--- src/rtl/ftfc_map.vh ---
`ifndef FTFC_MAP_VH
`define FTFC_MAP_VH
// Register word indexes and the address width (byte address is index times four).
`define FTFC_IDX_ALARM      8'h03
`define FTFC_IDX_FEATURE    8'h04
`define FTFC_IDX_IRQ_STATUS 8'h12
`define FTFC_IDX_IRQ_MASK   8'h13
`define FTFC_IDX_MODE       8'h14
`define FTFC_IDX_STATUS     8'h15
`define FTFC_ADDR_W         8
// Feature control field positions.
`define FTFC_FC_TEST_EQ     7
`define FTFC_FC_AMI         6
`define FTFC_FC_ENC_DIS     5
`define FTFC_FC_SAT_DIS     4
`define FTFC_FC_PAR_EN      3
`define FTFC_FC_PAT_HI      2
`define FTFC_FC_PAT_LO      0
// Mode register field positions.
`define FTFC_MODE_CBIT      0
`define FTFC_MODE_E3        1
// Interrupt status bit positions.
`define FTFC_IRQ_ALARM      1
`define FTFC_IRQ_LCV        2
`define FTFC_IRQ_FERR       3
// Reset values.
`define FTFC_ALARM_RST      8'hFF
`define FTFC_FEATURE_RST    8'h07
`define FTFC_MODE_RST       8'h00
`define FTFC_IRQ_RST        8'h00
// Alarm channel framing.
`define FTFC_FLAG_BYTE      8'h7E
`define FTFC_IDLE_BYTE      8'hFF
`define FTFC_BIT_CNT_W      3
`define FTFC_BIT_LAST       3'h7
// AXI responses.
`define FTFC_RESP_OKAY      2'h0
`define FTFC_RESP_SLVERR    2'h2
`endif

--- src/rtl/ftfc_err_counter.v ---
`timescale 1ns/1ps
`default_nettype none
// Saturating or wrapping error counter with carry pulse.
module ftfc_err_counter #(
   parameter W = 16
) (
   input  wire         clk,     // Clock.
   input  wire         rst,     // Asynchronous reset.
   input  wire         ce,      // Clock enable.
   input  wire         event_i, // Error event.
   input  wire         clear,   // Clear count.
   input  wire         sat_dis, // Wrap instead of saturate.
   output reg  [W-1:0] count_q, // Count value.
   output reg          carry_q, // One-cycle rollover pulse.
   output reg          full_q   // Saturation event pulse.
);
   wire at_max = &count_q;
   always @(posedge clk or posedge rst) begin
      if (rst) begin
         count_q <= {W{1'b0}};
         carry_q <= 1'b0;
         full_q  <= 1'b0;
      end else if (ce) begin
         carry_q <= 1'b0;
         full_q  <= 1'b0;
         if (clear) begin
            count_q <= {W{1'b0}};
         end else if (event_i) begin
            if (!at_max) begin
               count_q <= count_q + {{(W-1){1'b0}}, 1'b1};
               full_q  <= (count_q == {{(W-1){1'b1}}, 1'b0}) & ~sat_dis;
            end else if (sat_dis) begin
               count_q <= {W{1'b0}};
               carry_q <= 1'b1;
            end
         end
      end
   end
endmodule // ftfc_err_counter
`default_nettype wire

--- src/rtl/ftfc_top.v ---
// Summary of operation
// - In C-bit mode the alarm channel byte register feeds the alarm transmitter.
// - Byte with MSB and LSB zero is sent after every flag, repeatedly.
// - MSB or LSB set sends all ones and suppresses transmitter interrupts.
// - Any write to the alarm byte clears the alarm channel interrupt flag.
// - Test-equipment select gives direct encoder input and violation insertion pins.
// - AMI bit gives plain AMI rails without zero substitution.
// - With test-equipment select, AMI bit picks the inserted violation type.
// - Encoder disable sends NRZ on positive rail, line clock on negative rail.
// - Saturation disable lets counters wrap, no interrupt, carries show rollover.
// - Parallel enable moves packet link data as bytes on parallel buses.
// - Parallel enable in E3 mode alters the transmitted overhead field.
// - Parallel enable low uses serial input and serial output for the stream.
// - In C-bit mode the 3-bit block error pattern is sent when due.
// - Block error pattern goes out automatically on F-bit or parity error.
// - All-ones pattern disables block error indications.
`timescale 1ns/1ps
`default_nettype none
`include "ftfc_map.vh"
module ftfc_top #(
   parameter CNT_W = 16
) (
   input  wire        clk,                     // 10 MHz clock.
   input  wire        rst,                     // Asynchronous reset, active high.
   input  wire        ce,                      // Clock enable, freezes state when low.
   input  wire [7:0]  s_axi_awaddr,            // Write address.
   input  wire        s_axi_awvalid,           // Write address valid.
   output wire        s_axi_awready,           // Write address ready.
   input  wire [31:0] s_axi_wdata,             // Write data.
   input  wire [3:0]  s_axi_wstrb,             // Write strobes.
   input  wire        s_axi_wvalid,            // Write data valid.
   output wire        s_axi_wready,            // Write data ready.
   output reg  [1:0]  s_axi_bresp,             // Write response.
   output reg         s_axi_bvalid,            // Write response valid.
   input  wire        s_axi_bready,            // Write response ready.
   input  wire [7:0]  s_axi_araddr,            // Read address.
   input  wire        s_axi_arvalid,           // Read address valid.
   output wire        s_axi_arready,           // Read address ready.
   output reg  [31:0] s_axi_rdata,             // Read data.
   output reg  [1:0]  s_axi_rresp,             // Read response.
   output reg         s_axi_rvalid,            // Read data valid.
   input  wire        s_axi_rready,            // Read data ready.
   output wire        irq,                     // Level interrupt.
   input  wire        tx_bit_strobe,           // One alarm channel bit slot due.
   output reg         far_end_alarm_channel,   // Alarm channel serial bit.
   input  wire        block_error_due,         // Block error slot is due.
   input  wire        rx_fbit_error,           // Receiver saw an F-bit error.
   input  wire        rx_parity_error,         // Receiver saw a path parity error.
   output reg  [2:0]  far_end_block_error,     // Block error bits for the frame.
   output reg         far_end_block_error_vld, // Block error bits valid.
   input  wire        line_clk_in,             // Line input clock level.
   input  wire        tx_data_bit,             // Framed stream bit to encode.
   input  wire        tx_zero_sub_pos,         // Substituted positive pulse.
   input  wire        tx_zero_sub_neg,         // Substituted negative pulse.
   input  wire        tx_serial_input,         // Serial stream input.
   output reg         rx_serial_output,        // Serial stream output.
   input  wire        rx_stream_bit,           // Received stream bit.
   input  wire [7:0]  tx_parallel_bus,         // Parallel transmit bus.
   output reg  [7:0]  rx_parallel_bus,         // Parallel receive bus.
   input  wire [7:0]  rx_packet_byte,          // Received packet link byte.
   output reg  [7:0]  packet_data_link,        // Packet link transmit byte.
   output reg         tx_stream_bit,           // Stream bit into the framer.
   output wire        e3_overhead_alter,       // Alter E3 overhead for parallel use.
   input  wire        line_code_violation,     // Received violation event.
   input  wire        frame_error,             // Received frame error event.
   output wire        lcv_carry,               // Violation counter rollover.
   output wire        ferr_carry,              // Frame error counter rollover.
   output reg         tx_positive_rail,        // Positive rail output.
   output reg         tx_negative_rail         // Negative rail output.
);
   reg  [7:0] alarm_q;
   reg  [7:0] feature_q;
   reg  [1:0] mode_q;
   reg  [7:0] irq_stat_q;
   reg  [7:0] irq_mask_q;
   reg        aw_hold_q;
   reg        w_hold_q;
   reg  [7:0] awaddr_q;
   reg  [7:0] wdata_q;
   reg        wstrb_q;
   wire       cbit  = mode_q[`FTFC_MODE_CBIT];
   wire       e3    = mode_q[`FTFC_MODE_E3];
   wire       t_eq  = feature_q[`FTFC_FC_TEST_EQ];
   wire       ami   = feature_q[`FTFC_FC_AMI];
   wire       e_dis = feature_q[`FTFC_FC_ENC_DIS];
   wire       s_dis = feature_q[`FTFC_FC_SAT_DIS];
   wire       p_en  = feature_q[`FTFC_FC_PAR_EN];
   wire [2:0] pat   = feature_q[`FTFC_FC_PAT_HI:`FTFC_FC_PAT_LO];

   // Address and data are latched independently so either may come first.
   assign s_axi_awready = ~aw_hold_q & ~s_axi_bvalid;
   assign s_axi_wready  = ~w_hold_q & ~s_axi_bvalid;
   assign s_axi_arready = ~s_axi_rvalid;
   wire aw_fire = s_axi_awvalid & s_axi_awready;
   wire w_fire  = s_axi_wvalid & s_axi_wready;
   wire have_aw = aw_hold_q | aw_fire;
   wire have_w  = w_hold_q | w_fire;
   wire [7:0] wa = aw_fire ? s_axi_awaddr : awaddr_q;
   wire [7:0] wd = w_fire ? s_axi_wdata[7:0] : wdata_q;
   wire       ws = w_fire ? s_axi_wstrb[0] : wstrb_q;
   wire       wr_go = have_aw & have_w & ce;
   wire [5:0] w_idx = wa[7:2];
   wire       w_alarm = wr_go & ws & (w_idx == `FTFC_IDX_ALARM);
   wire       w_feat  = wr_go & ws & (w_idx == `FTFC_IDX_FEATURE);
   wire       w_stat  = wr_go & ws & (w_idx == `FTFC_IDX_IRQ_STATUS);
   wire       w_mask  = wr_go & ws & (w_idx == `FTFC_IDX_IRQ_MASK);
   wire       w_mode  = wr_go & ws & (w_idx == `FTFC_IDX_MODE);
   wire       w_known = (w_idx == `FTFC_IDX_ALARM) | (w_idx == `FTFC_IDX_FEATURE) |
                        (w_idx == `FTFC_IDX_IRQ_STATUS) | (w_idx == `FTFC_IDX_IRQ_MASK) |
                        (w_idx == `FTFC_IDX_MODE);

   // Alarm channel transmitter: a flag, then the byte or idle ones, LSB first.
   reg                       phase_q;
   reg  [`FTFC_BIT_CNT_W-1:0] bit_q;
   reg  [7:0]                shift_q;
   wire alarm_idle = alarm_q[7] | alarm_q[0];
   wire byte_done  = ce & cbit & tx_bit_strobe & (bit_q == `FTFC_BIT_LAST) & phase_q;
   wire alarm_evt  = byte_done & ~alarm_idle;

   always @(posedge clk or posedge rst) begin
      if (rst) begin
         phase_q <= 1'b0;
         bit_q   <= {`FTFC_BIT_CNT_W{1'b0}};
         shift_q <= `FTFC_FLAG_BYTE;
         far_end_alarm_channel <= 1'b1;
      end else if (ce) begin
         if (!cbit) begin
            far_end_alarm_channel <= 1'b1;
            phase_q <= 1'b0;
            bit_q   <= {`FTFC_BIT_CNT_W{1'b0}};
            shift_q <= `FTFC_FLAG_BYTE;
         end else if (tx_bit_strobe) begin
            far_end_alarm_channel <= shift_q[0];
            bit_q <= bit_q + 3'h1;
            if (bit_q == `FTFC_BIT_LAST) begin
               phase_q <= ~phase_q;
               if (!phase_q)
                  shift_q <= alarm_idle ? `FTFC_IDLE_BYTE : alarm_q;
               else
                  shift_q <= `FTFC_FLAG_BYTE;
            end else begin
               shift_q <= {1'b1, shift_q[7:1]};
            end
         end
      end
   end

   // Block error insertion.
   wire fbe_enable = cbit & (pat != 3'h7);
   always @(posedge clk or posedge rst) begin
      if (rst) begin
         far_end_block_error     <= 3'h7;
         far_end_block_error_vld <= 1'b0;
      end else if (ce) begin
         far_end_block_error_vld <= 1'b0;
         far_end_block_error     <= 3'h7;
         if (block_error_due & fbe_enable & (rx_fbit_error | rx_parity_error)) begin
            far_end_block_error     <= pat;
            far_end_block_error_vld <= 1'b1;
         end
      end
   end

   // Line encoder output stage.
   reg enc_bit;
   reg alt_q;
   always @* begin
      enc_bit = t_eq ? tx_parallel_bus[5] : tx_data_bit;
   end
   wire viol = t_eq & tx_parallel_bus[4];
   always @(posedge clk or posedge rst) begin
      if (rst) begin
         alt_q            <= 1'b0;
         tx_positive_rail <= 1'b0;
         tx_negative_rail <= 1'b0;
      end else if (ce) begin
         if (e_dis) begin
            tx_positive_rail <= enc_bit;
            tx_negative_rail <= line_clk_in;
         end else if (viol) begin
            // Type 2 repeats polarity on a one; type 1 inserts a pulse on a zero slot.
            tx_positive_rail <= ami ? (enc_bit & alt_q) : alt_q;
            tx_negative_rail <= ami ? (enc_bit & ~alt_q) : ~alt_q;
         end else if (ami & ~t_eq) begin
            tx_positive_rail <= enc_bit & ~alt_q;
            tx_negative_rail <= enc_bit & alt_q;
            if (enc_bit)
               alt_q <= ~alt_q;
         end else begin
            tx_positive_rail <= (enc_bit & ~alt_q) | tx_zero_sub_pos;
            tx_negative_rail <= (enc_bit & alt_q) | tx_zero_sub_neg;
            if (enc_bit | tx_zero_sub_pos | tx_zero_sub_neg)
               alt_q <= ~alt_q;
         end
      end
   end

   // Stream path selection.
   assign e3_overhead_alter = p_en & e3;
   always @(posedge clk or posedge rst) begin
      if (rst) begin
         tx_stream_bit    <= 1'b0;
         rx_serial_output <= 1'b0;
         rx_parallel_bus  <= 8'h00;
         packet_data_link <= 8'h00;
      end else if (ce) begin
         if (p_en) begin
            packet_data_link <= tx_parallel_bus;
            rx_parallel_bus  <= rx_packet_byte;
         end else begin
            tx_stream_bit    <= tx_serial_input;
            rx_serial_output <= rx_stream_bit;
         end
      end
   end

   // Error counters.
   wire lcv_full;
   wire ferr_full;
   ftfc_err_counter #(.W(CNT_W)) u_lcv (
      .clk(clk), .rst(rst), .ce(ce), .event_i(line_code_violation), .clear(1'b0),
      .sat_dis(s_dis), .count_q(), .carry_q(lcv_carry), .full_q(lcv_full));
   ftfc_err_counter #(.W(CNT_W)) u_ferr (
      .clk(clk), .rst(rst), .ce(ce), .event_i(frame_error), .clear(1'b0),
      .sat_dis(s_dis), .count_q(), .carry_q(ferr_carry), .full_q(ferr_full));

   // Register file and AXI write channel.
   wire [7:0] evt = {4'h0, ferr_full, lcv_full, alarm_evt, 1'b0};
   wire [7:0] clr = (w_stat ? wd : 8'h00) | (w_alarm ? (8'h01 << `FTFC_IRQ_ALARM) : 8'h00);
   always @(posedge clk or posedge rst) begin
      if (rst) begin
         alarm_q      <= `FTFC_ALARM_RST;
         feature_q    <= `FTFC_FEATURE_RST;
         mode_q       <= 2'h0;
         irq_stat_q   <= `FTFC_IRQ_RST;
         irq_mask_q   <= `FTFC_IRQ_RST;
         aw_hold_q    <= 1'b0;
         w_hold_q     <= 1'b0;
         awaddr_q     <= 8'h00;
         wdata_q      <= 8'h00;
         wstrb_q      <= 1'b0;
         s_axi_bvalid <= 1'b0;
         s_axi_bresp  <= `FTFC_RESP_OKAY;
      end else if (ce) begin
         irq_stat_q <= (irq_stat_q & ~clr) | evt;
         if (w_alarm)
            alarm_q <= wd;
         if (w_feat)
            feature_q <= wd;
         if (w_mask)
            irq_mask_q <= wd;
         if (w_mode)
            mode_q <= wd[1:0];
         if (wr_go) begin
            aw_hold_q    <= 1'b0;
            w_hold_q     <= 1'b0;
            s_axi_bvalid <= 1'b1;
            s_axi_bresp  <= w_known ? `FTFC_RESP_OKAY : `FTFC_RESP_SLVERR;
         end else begin
            if (aw_fire) begin
               aw_hold_q <= 1'b1;
               awaddr_q  <= s_axi_awaddr;
            end
            if (w_fire) begin
               w_hold_q <= 1'b1;
               wdata_q  <= s_axi_wdata[7:0];
               wstrb_q  <= s_axi_wstrb[0];
            end
            if (s_axi_bvalid & s_axi_bready)
               s_axi_bvalid <= 1'b0;
         end
      end
   end

   assign irq = |(irq_stat_q & irq_mask_q);

   // AXI read channel.
   wire [5:0] r_idx = s_axi_araddr[7:2];
   reg  [7:0] rmux;
   reg        r_ok;
   always @* begin
      r_ok = 1'b1;
      case (r_idx)
         `FTFC_IDX_ALARM:      rmux = alarm_q;
         `FTFC_IDX_FEATURE:    rmux = feature_q;
         `FTFC_IDX_IRQ_STATUS: rmux = irq_stat_q;
         `FTFC_IDX_IRQ_MASK:   rmux = irq_mask_q;
         `FTFC_IDX_MODE:       rmux = {6'h00, mode_q};
         `FTFC_IDX_STATUS:     rmux = {5'h00, alarm_idle, fbe_enable, phase_q};
         default: begin
            rmux = 8'h00;
            r_ok = 1'b0;
         end
      endcase
   end
   always @(posedge clk or posedge rst) begin
      if (rst) begin
         s_axi_rvalid <= 1'b0;
         s_axi_rdata  <= 32'h00000000;
         s_axi_rresp  <= `FTFC_RESP_OKAY;
      end else if (ce) begin
         if (s_axi_arvalid & s_axi_arready) begin
            s_axi_rvalid <= 1'b1;
            s_axi_rdata  <= {24'h000000, rmux};
            s_axi_rresp  <= r_ok ? `FTFC_RESP_OKAY : `FTFC_RESP_SLVERR;
         end else if (s_axi_rready) begin
            s_axi_rvalid <= 1'b0;
         end
      end
   end
endmodule // ftfc_top
`default_nettype wire

--- config.mk ---
export PLATFORM = sky130hd
export DESIGN_NAME = ftfc_top
export DESIGN_NICKNAME = d
export VERILOG_FILES = /design/src/rtl/ftfc_err_counter.v /design/src/rtl/ftfc_top.v
export VERILOG_INCLUDE_DIRS = /design/src /design/src/rtl
export SDC_FILE = /design/constraint.sdc
export NUM_CORES = 1
export LEC_CHECK = 0
export BUFFER_PORTS_ARGS = -buffer_cell sky130_fd_sc_hd__buf_2
export CAP_MARGIN = 20
export CORE_MARGIN = 4
export CORE_UTILIZATION = 49
export DETAILED_ROUTE_END_ITERATION = 10
export PLACE_DENSITY_LB_ADDON = 0.3
export REMOVE_ABC_BUFFERS = 1
export SYNTH_ARGS = -nofsm -noshare
export SYNTH_HDL_FRONTEND = slang
export SYNTH_HIERARCHICAL = 1
export SYNTH_SLANG_ARGS = --single-unit
--- constraint.sdc ---
create_clock -name clk -period 3.5 [get_ports clk]
set_input_delay 0.7 -clock clk [delete_from_list [all_inputs] [get_ports clk]]
set_output_delay 0.7 -clock clk [all_outputs]
set_load 0.005 [all_outputs]
## Yosys cells after proc, flatten, opt, wreduce, memory -nomap -nowiden

Index checks and enable logic that the tools add are counted.

| operators by class | value |
|---|---|
| reduce and logical (&&, ||, !) cells | 28 |
| equal/unequal tests | 20 |
| add/subtract/negate cells | 3 |
| muxes and demuxes | 55 |
| bitwise logic cells | 59 |

Operators by type and width:

| operator | number |
|---|---|
| two-way mux 8 bit | 8 |
| two-way mux 16 bit | 3 |
| one-hot mux 8 bit (6 select lines) | 1 |
| equality test 6 x 5 -> 1 bit (second input constant) | 7 |
| two-way mux 1 bit | 37 |
| adder 16 x 1 -> 16 bit (second input constant) | 2 |
| equality test 16 bit (second input constant) | 2 |
| AND reduction 16 bit | 2 |
| AND 1 bit | 29 |
| AND reduction 2 bit | 14 |
| AND 8 bit | 2 |
| NOT 1 bit | 13 |
| equality test 6 x 2 -> 1 bit (second input constant) | 2 |
| equality test 6 x 3 -> 1 bit (second input constant) | 2 |
| OR 1 bit | 12 |
| AND reduction 3 bit | 4 |
| nonzero test 2 bit | 5 |
| two-way mux 3 bit | 3 |
| inequality test 2 bit (second input constant) | 4 |
| NOT 8 bit | 1 |
| OR 8 x 2 -> 8 bit | 1 |
| OR 8 x 4 -> 8 bit | 1 |
| OR reduction 8 bit | 1 |
| two-way mux 2 bit | 3 |
| 6 further kinds | 6 |

| word-level totals | value |
|---|---|
| register bits after elaboration | 141 |
| word-level logic and storage cells | 200 |

## Depth between registers and ports, before layout

Gate-level depths: netlist (run 1).

| depth | value |
|---|---|
| depth in word-level cells | 13 |
| depth in mapped cells | 7 |

## Cells and area by module

The synthesis (run 1) kept the hierarchy.

By module, submodules not included:

| module | seq. area each (um2) | area an instance (um2) | cells an instance | instances |
|---|---|---|---|---|
| ftfc_top | 2553.7 | 4853.4 | 414 | 1 |
| ftfc_err_counter (u_ferr) | 450.4 | 1151.1 | 121 | 1 |
| ftfc_err_counter (u_lcv) | 450.4 | 1052.3 | 120 | 1 |

## Worst setup path before layout (run 1)

OpenSTA, ideal clock, no wires.

| timing path | value |
|---|---|
| path type | input to register |
| start | input port s_axi_wvalid |
| end | register feature_q[3] |
| arrival time | 2.209 ns |
| setup slack | 1.167 ns |
| stages on the path | 6 |
| library setup time | 0.125 ns |
| cell sequence | nor3b_1 buf_2 mux2i_1 and4b_1 nand2_1 mux2_2 |

| on the way | value |
|---|---|
| longest elaborated chain between the ends | 7 |

Ends and longest elaborated chain:

| item | line | text |
|---|---|---|
| from (decl) | ftfc_top.v:31 | `input wire s_axi_wvalid,` |
| AND 1 bit (*) | ftfc_top.v:95 | `wire w_fire = s_axi_wvalid & s_axi_wready;` |
| OR 1 bit | ftfc_top.v:97 | `wire have_w = w_hold_q \| w_fire;` |
| AND 1 bit (2 in a row) | ftfc_top.v:101 | `wire wr_go = have_aw & have_w & ce;` |
| AND 1 bit (2 in a row) | ftfc_top.v:104 | `` wire w_feat = wr_go & ws & (w_idx == `FTFC_IDX_FEATURE); `` |
| AND reduction 2 bit (no line) | -- |  |
| to (signal assigned) | ftfc_top.v:233 | `` feature_q <= `FTFC_FEATURE_RST; `` |
| to (signal assigned) | ftfc_top.v:249 | `feature_q <= wd;` |
| to (decl) | ftfc_top.v:72 | `reg [7:0] feature_q;` |

Mark *: on every way between the ends. The rest lies on a longest branch, timed or not.
A chain may end at the register's enable or synchronous reset.

## Final worst setup path (run 1)

| timing path | value |
|---|---|
| start | register w_hold_q |
| end | register feature_q[4] |

| on the way | value |
|---|---|
| longest elaborated chain between the ends | 9 |

Ends and longest elaborated chain:

| item | line | text |
|---|---|---|
| from (decl) | ftfc_top.v:77 | `reg w_hold_q;` |
| from (signal assigned) | ftfc_top.v:238 | `w_hold_q <= 1'b0;` |
| from (signal assigned) | ftfc_top.v:256 | `w_hold_q <= 1'b0;` |
| from (signal assigned) | ftfc_top.v:265 | `w_hold_q <= 1'b1;` |
| NOT 1 bit | ftfc_top.v:92 | `assign s_axi_wready = ~w_hold_q & ~s_axi_bvalid;` |
| AND 1 bit | ftfc_top.v:92 |  |
| AND 1 bit | ftfc_top.v:95 |  |
| OR 1 bit | ftfc_top.v:97 |  |
| AND 1 bit (2 in a row) | ftfc_top.v:101 |  |
| AND 1 bit (2 in a row) | ftfc_top.v:104 |  |
| AND reduction 2 bit (no line) | -- |  |

Several ways; a longest one is shown, not always the timed one.

==> results.txt, run 1 <==
Reg-to-reg startpoint = w_hold_q
Count of input and output buffers = 100
Vias in the first global route = 5406
Core Util, Final = 59.0%
Setup violations, final = 0
Worst setup path class = reg2reg
Slowest CP cell = dfrtp_1
Final WL = 16300 µm
Outcome = completed
Hold WS = 0.402 ns
Asr flop ratio synth = 100%
R2R cell count = 6
Area occupied by multi-input gates = 3270 µm²
Critical path endpoint category = flop
Placeable Area = 14000 µm²
HP Class = in2async
Fin crit share = 68.2%
Nets = 854
RR Endpoint = feature_q[4]
Initial cell density of the core = 50.4%
Relative slew slack = 33.6%
Core Rows = 43
Seq/Total Area, Yosys = 49.0%
Antenna Cells = 0
Met2 wire len = 7910 µm
Clk buf depth = 2
Most used DFF post-synth = dfrtp_1
Synth unique cells = 69
Post-CTS Setup Repair Bufs = 0
Tmin final = 2.39 ns
Per-cell routed wire length = 17.1 µm
Post-Route Skew = 0.00466 ns
Post_cts resized = 0
Root buffer cell = clkbuf_16
IO Count = 158
Internal power = 3.92 mW
Syn_area_per_cell = 10.8 µm²
Flops & latches, synth = 137
Reg2reg setup slack = 1.11 ns
Worst Setup Start Kind = flop
Final instance area = 8250 µm²
Routed met1 length = 7060 µm
Max VDD drop = 0.352 mV
Final hold vios = 0
Slew Viols, Final = 0
Switching share of power = 30.6%
Post-Syn Area = 7060 µm²
Reg area = 3450 µm²
Crit-path max FO = 17
EDFF count, synth = 0
Die Width = 128 µm
WP data required = 3.80 ns
GRT overflow = 0
Warnings, synthesis = 6
Setup TNS = 0 ns
Area Growth Syn to Fin = 16.9%
Worst skew pair latency = 0.42 ns
Initial DRC count = 411
Post-Syn Instances = 655
Layout cell share with drive strength beyond 1 = 30.7%
Hold_buf cts = 0
Arr. time, crit path = 2.69 ns
GPL Wtd Cong = 0.880
Deepest level of the CTS H-tree = 4
Die area = 16400 µm²
Routed via count = 5531
Placed cells = 920
Sw Pwr = 1.73 mW
Placed instance area = 7610 µm²
Clock share of power = 33.8%
Worst slew pin tran = 0.983 ns
TritonCTS clock tree = built
Sequential Power Share = 42.9%
Comb pwr share = 23.3%
P per Cell Area = 685 nW/µm²
DRT Pass-1 Iters = 5
Max Clock Freq = 419 MHz
Max-capacitance violation count = 0
CTS Buf Count = 17
Fillers = 1181
Total track usage = 20.6%
First-pass GRT wire length = 27000 µm
Layout Cells excl Fill = 953
Number of antenna violations at the first check in global routing = 1
DR top layer = met5
Critical Path Max Stage Delay = 0.45 ns
Die height = 128 µm
WL met3 = 1010 µm
Dpl hpwl = 11700 µm
Worst path cell trace = nor3b_2 -> buf_4 -> o221a_2 -> and4b_1 -> nand2_1 -> mux2_2
Number of remaining DRC errors = 0
RSZ-0062 raised after global routing = no
Largest net degree at the start of global routing = 56
CTS clock-pin slew for the worst setup and hold paths = 0.06 ns
Post-DRT Antenna Nets = 0
Via-to-Cell Ratio = 5.80
Leak Pwr = 3.91 nW
Clock sink count = 137
-- power groups by stage --
stage / clock, mW / combinational, mW / sequential [mW]
2_1_floorplan: 0 / 0.885 / 2.35
3_3_place_gp: 0 / 1.26 / 2.41
3_5_place_dp: 0 / 1.32 / 2.44
4_1_cts: 1.94 / 1.33 / 2.42
5_1_grt: 2.01 / 1.47 / 2.49
6_report: 1.91 / 1.32 / 2.42
-- stage by stage --
stage	power [mW]	setup slack [ns]
after floorplan	3.24	-0.137
after global placement	3.67	0.888
after detailed placement	3.75	0.868
after CTS	5.69	1.11
after global routing	5.97	0.973
final	5.65	1.11
-- cell type report --
type	instances	area share (%)
inverter	26	1.21
clock inverter	14	2.37
timing repair buffer	108	6.80
multi-input combinational	470	39.7
sequential	137	41.9
tap	180	2.73
clock buffer	18	5.32
-- synth_stat cells (all sizes together) (8+ instances only) --
cell type	n	share of area [%]
nand4	15	1.5
inv	26	1.4
a21oi	17	1.2
clkbuf	15	0.80
nand3	24	1.7
o21ai	45	3.2
dfrtp	116	41
buf	37	4.1
and3	14	1.2
nor2	32	1.7
a221o	10	1.4
nor4	8	1.0
o21a	9	0.96
dfstp	21	7.8
a22o	17	2.1
nand2	54	3.0
o22ai	10	0.89
mux2	58	9.3
mux2i	16	2.3
-- worst max-delay path by stage --
stage	start	to	slack, ns	cells after the start
2_1_floorplan	s_axi_wvalid	mode_q[1]	-0.14	5
3_3_place_gp	s_axi_wvalid	feature_q[4]	0.89	7
3_5_place_dp	s_axi_wvalid	feature_q[4]	0.87	7
4_1_cts	w_hold_q	feature_q[4]	1.11	6
5_1_grt	aw_hold_q	feature_q[4]	0.97	6
6_report	w_hold_q	feature_q[4]	1.11	6
-- cell families after synthesis --
family          Yosys count  synth area share, %
other cells               1               0.0531
simple gates            200                 16.0
fa+ha+maj                 6                 1.06
xor+xnor                  2                0.248
buf+inv                  78                 6.33
mux                      74                 11.5
compound gates          157                 15.9
flops                   137                 49.0
-- worst max-delay path: cells and delay by family, from the launching register on --
family                 cells  cell delay (ns)
AND/OR/NAND/NOR            3             0.83
flip-flops                 1             0.45
buffers and inverters      1             0.32
multiplexers               1             0.39
AO/OA/AOI/OAI              1             0.28
-- per-layer routing --
metal | global-route usage (%) | vias to the layer above
met3 | 4.88 | 25
met4 | 8.49 | 2
met2 | 33.0 | 185
li1 | - | 2598
met1 | 26.9 | 2721
met5 | 0 | -
-- registers in the layout (all words and copies together), names as in the netlist, 2 cells and up --
name / flops
bit_q: 3
irq_stat_q: 8
s_axi_rdata: 8
shift_q: 8
u_lcv/count_q: 16
awaddr_q: 6
rx_parallel_bus: 8
u_ferr/count_q: 16
irq_mask_q: 8
wdata_q: 8
alarm_q: 8
packet_data_link: 8
far_end_block_error: 3
mode_q: 2
feature_q: 8
-- cells in the final DEF (no fill, tap or decap), types with 16 or more instances in the layout --
master and n:
clkbuf_16 17, conb_1 31, buf_2 100, mux2i_1 16, inv_1 25, nand3_1 24, nor2_1 31, dfstp_2 21
nand2_1 53, a21oi_1 17, a22o_1 17, mux2_2 58, dfrtp_1 116, o21ai_0 33
Note: power is estimated with default switching activity, not from simulation.
==> run 2: changes to the inputs <==
--- a/config.mk
+++ b/config.mk
@@ -9,7 +9,7 @@
 export BUFFER_PORTS_ARGS = -buffer_cell sky130_fd_sc_hd__buf_2
 export CAP_MARGIN = 20
 export CORE_MARGIN = 4
-export CORE_UTILIZATION = 49
+export CORE_UTILIZATION = 55
 export DETAILED_ROUTE_END_ITERATION = 10
 export PLACE_DENSITY_LB_ADDON = 0.3
 export REMOVE_ABC_BUFFERS = 1
==> constraint.sdc (replaced) <==
create_clock -name clk -period 2.2 [get_ports clk]
set_input_delay 0.44 -clock clk [delete_from_list [all_inputs] [get_ports clk]]
set_output_delay 0.44 -clock clk [all_outputs]
set_load 0.005 [all_outputs]
==> run 2 against run 1 <==
Compared with the run above:
- power up 58%
- final cell count up 1.4%
- fmax up 14%
- sequential cell count unchanged
- non-clock buffer count up 21
- worst hold slack worse by 0.31 ns
- utilization up 7.9 points
- global-route usage up 2.7 points
- critical path depth up 2
- final area up 1.8%
- combinational power up 70%
- count of clock-buffer cells in the layout up 3
- critical endpoint is now irq_mask_q[7]
- largest power group unchanged
==> results.txt, run 2 (synthesized netlist as in run 1, its figures left out) <==
Outcome = completed (unchanged)
Tmin final = 2.09 ns (was 2.39 ns)
Area Growth Syn to Fin = 19.0% (was 16.9%)
Via-to-Cell Ratio = 5.80 (about the same)
Max Clock Freq = 478 MHz (was 419 MHz)
Vias in the first global route = 5530 (was 5406)
Reg2reg setup slack = 0.11 ns (was 1.11 ns)
Most frequent cells in the layout = 116 x dfrtp_1, 100 x buf_2, 58 x mux2_2, 53 x nand2_1, 33 x o21ai_0 (unchanged)
Clk buf depth = 2 (unchanged)
Leak Pwr = 4.01 nW (was 3.91 nW)
Per-cell routed wire length = 17.1 µm (about the same)
Final instance area = 8400 µm² (was 8250 µm²)
Nets = 875 (was 854)
Dpl hpwl = 12100 µm (was 11700 µm)
Placed cells = 934 (was 920)
Final hold vios = 0 (unchanged)
GPL Wtd Cong = 0.928 (was 0.880)
Placed instance area = 7790 µm² (was 7610 µm²)
Routed via count = 5601 (was 5531)
Critical path endpoint category = flop (unchanged)
Final WL = 16500 µm (was 16300 µm)
Worst slew pin tran = 0.729 ns (was 0.983 ns)
Deepest level of the CTS H-tree = 4 (unchanged)
Worst skew pair latency = 0.43 ns (was 0.42 ns)
Worst Setup Start Kind = flop (unchanged)
Die Width = 121 µm (was 128 µm)
Largest net degree at the start of global routing = 40 (was 56)
First-pass GRT wire length = 27000 µm (about the same)
Post-Route Skew = 0.0153 ns (was 0.00466 ns)
Count of input and output buffers = 100 (unchanged)
IO Count = 158 (unchanged)
Clock sink count = 137 (unchanged)
RSZ-0062 raised after global routing = yes (was no)
Setup violations, final = 0 (unchanged)
Crit-path max FO = 11 (was 17)
Core Rows = 41 (was 43)
Worst setup path class = reg2reg (unchanged)
Die height = 121 µm (was 128 µm)
GRT overflow = 0 (unchanged)
CTS Buf Count = 17 (unchanged)
Antenna Cells = 0 (unchanged)
WP data required = 2.50 ns (was 3.80 ns)
Fin crit share = 95.1% (was 68.2%)
Most common cell after layout, fill and taps aside = dfrtp_1 (unchanged)
TritonCTS clock tree = built (unchanged)
Max VDD drop = 0.488 mV (was 0.352 mV)
Initial DRC count = 378 (was 411)
Hold_buf cts = 0 (unchanged)
P per Cell Area = 1060 nW/µm² (was 685 nW/µm²)
Max-capacitance violation count = 0 (unchanged)
Total Power = 8.91 mW (was 5.65 mW)
HP Class = in2async (unchanged)
CTS clock-pin slew for the worst setup and hold paths = 0.06 ns (about the same)
Layout Cells excl Fill = 966 (was 953)
DRT Pass-1 Iters = 5 (unchanged)
Post-DRT Antenna Nets = 0 (unchanged)
Setup TNS = 0 ns (unchanged)
Layout cell share with drive strength beyond 1 = 32.6% (was 30.7%)
Number of antenna violations at the first check in global routing = 0 (was 1)
Placeable Area = 12600 µm² (was 14000 µm²)
Post-CTS Setup Repair Bufs = 0 (unchanged)
Die area = 14700 µm² (was 16400 µm²)
Total track usage = 23.2% (was 20.6%)
Number of remaining DRC errors = 0 (unchanged)
Arr. time, crit path = 2.39 ns (was 2.69 ns)
Root buffer cell = clkbuf_16 (unchanged)
Regs by FF count = u_ferr/count_q (16), u_lcv/count_q (16) (unchanged)
Initial cell density of the core = 56.1% (was 50.4%)
Fillers = 1010 (was 1181)
Slew Viols, Final = 0 (unchanged)
Relative slew slack = 51.1% (was 33.6%)
[run 2: changes by cell type in the layout (fill, tap and decap cells not counted), moves of 2 or more]
cell	change
clkinvlp_4	-2
mux2i_1	-2
buf_12	+2
clkbuf_8	+2
bufinv_16	-2
buf_4	+18
inv_6	-2
clkinv_2	+2
[run 2: metrics by stage]
| stage | setup WS [ns] | utilization, % | hold WS (ns) |
|---|---|---|---|
| 3_3_place_gp | 0.0834 | 62.0 | 0.446 |
| 3_5_place_dp | 0.0266 | 62.0 | 0.450 |
| 2_1_floorplan | -1.20 | - | 0.379 |
| 6_report | 0.109 | 66.8 | 0.0874 |
| 5_1_grt | -0.0129 | 66.8 | 0.135 |
| 4_1_cts | 0.0717 | 66.7 | 0.0893 |
[run 2: path summary, 6_finish.rpt]
kind                                             from               endpoint  cells past startpoint
worst min register to register  far_end_alarm_channel  far_end_alarm_channel                      2
worst max register to register           s_axi_bvalid          irq_mask_q[7]                      8
worst max-delay path                     s_axi_bvalid          irq_mask_q[7]                      8
max in group asynchronous                         rst             alarm_q[7]                      3
worst min-delay path                              rst             wdata_q[3]                      2
min in group clk                   tx_parallel_bus[0]    packet_data_link[0]                      2
[run 2: area by class of cell]
cell class	count	area, µm²	share of cell area [%]
Sequential cell	137	3450	41.1
Multi-Input combinational cell	470	3290	39.2
Timing Repair Buffer	129	747	8.89
Clock buffer	21	470	5.60
Tap cell	172	215	2.56
Clock inverter	11	121	1.45
Inverter	26	100	1.19
[run 2: layer usage]
layer  vias to the layer above  wire length, µm  global-route usage [%]
li1                       2646                -                       -
met1                      2762             6940                    29.3
met2                       169             8430                    39.1
met3                        24              863                    5.17
met4                         0              272                    9.10
met5                         -                0                       0
[run 2: where the power goes]
group / internal (mW) / switching (mW)
clock network: 1.75 / 1.07
registers: 3.27 / 0.574
logic: 1.14 / 1.09
total: 6.17 / 2.74
[run 2: worst max-delay path, cell delays in order, from the launching register on]
cell and delay (ns):
dfrtp_1 0.44, nor3b_2 0.20, buf_6 0.19, mux2i_2 0.28, buf_4 0.17, nor4b_4 0.04, buf_4 0.18, nand2_4 0.13
mux2_2 0.35
[run 2: what timing repair did]
action,in CTS,in global routing
gates resized for setup,0,4
hold endpoints to repair,0,0
setup endpoints to repair,0,20
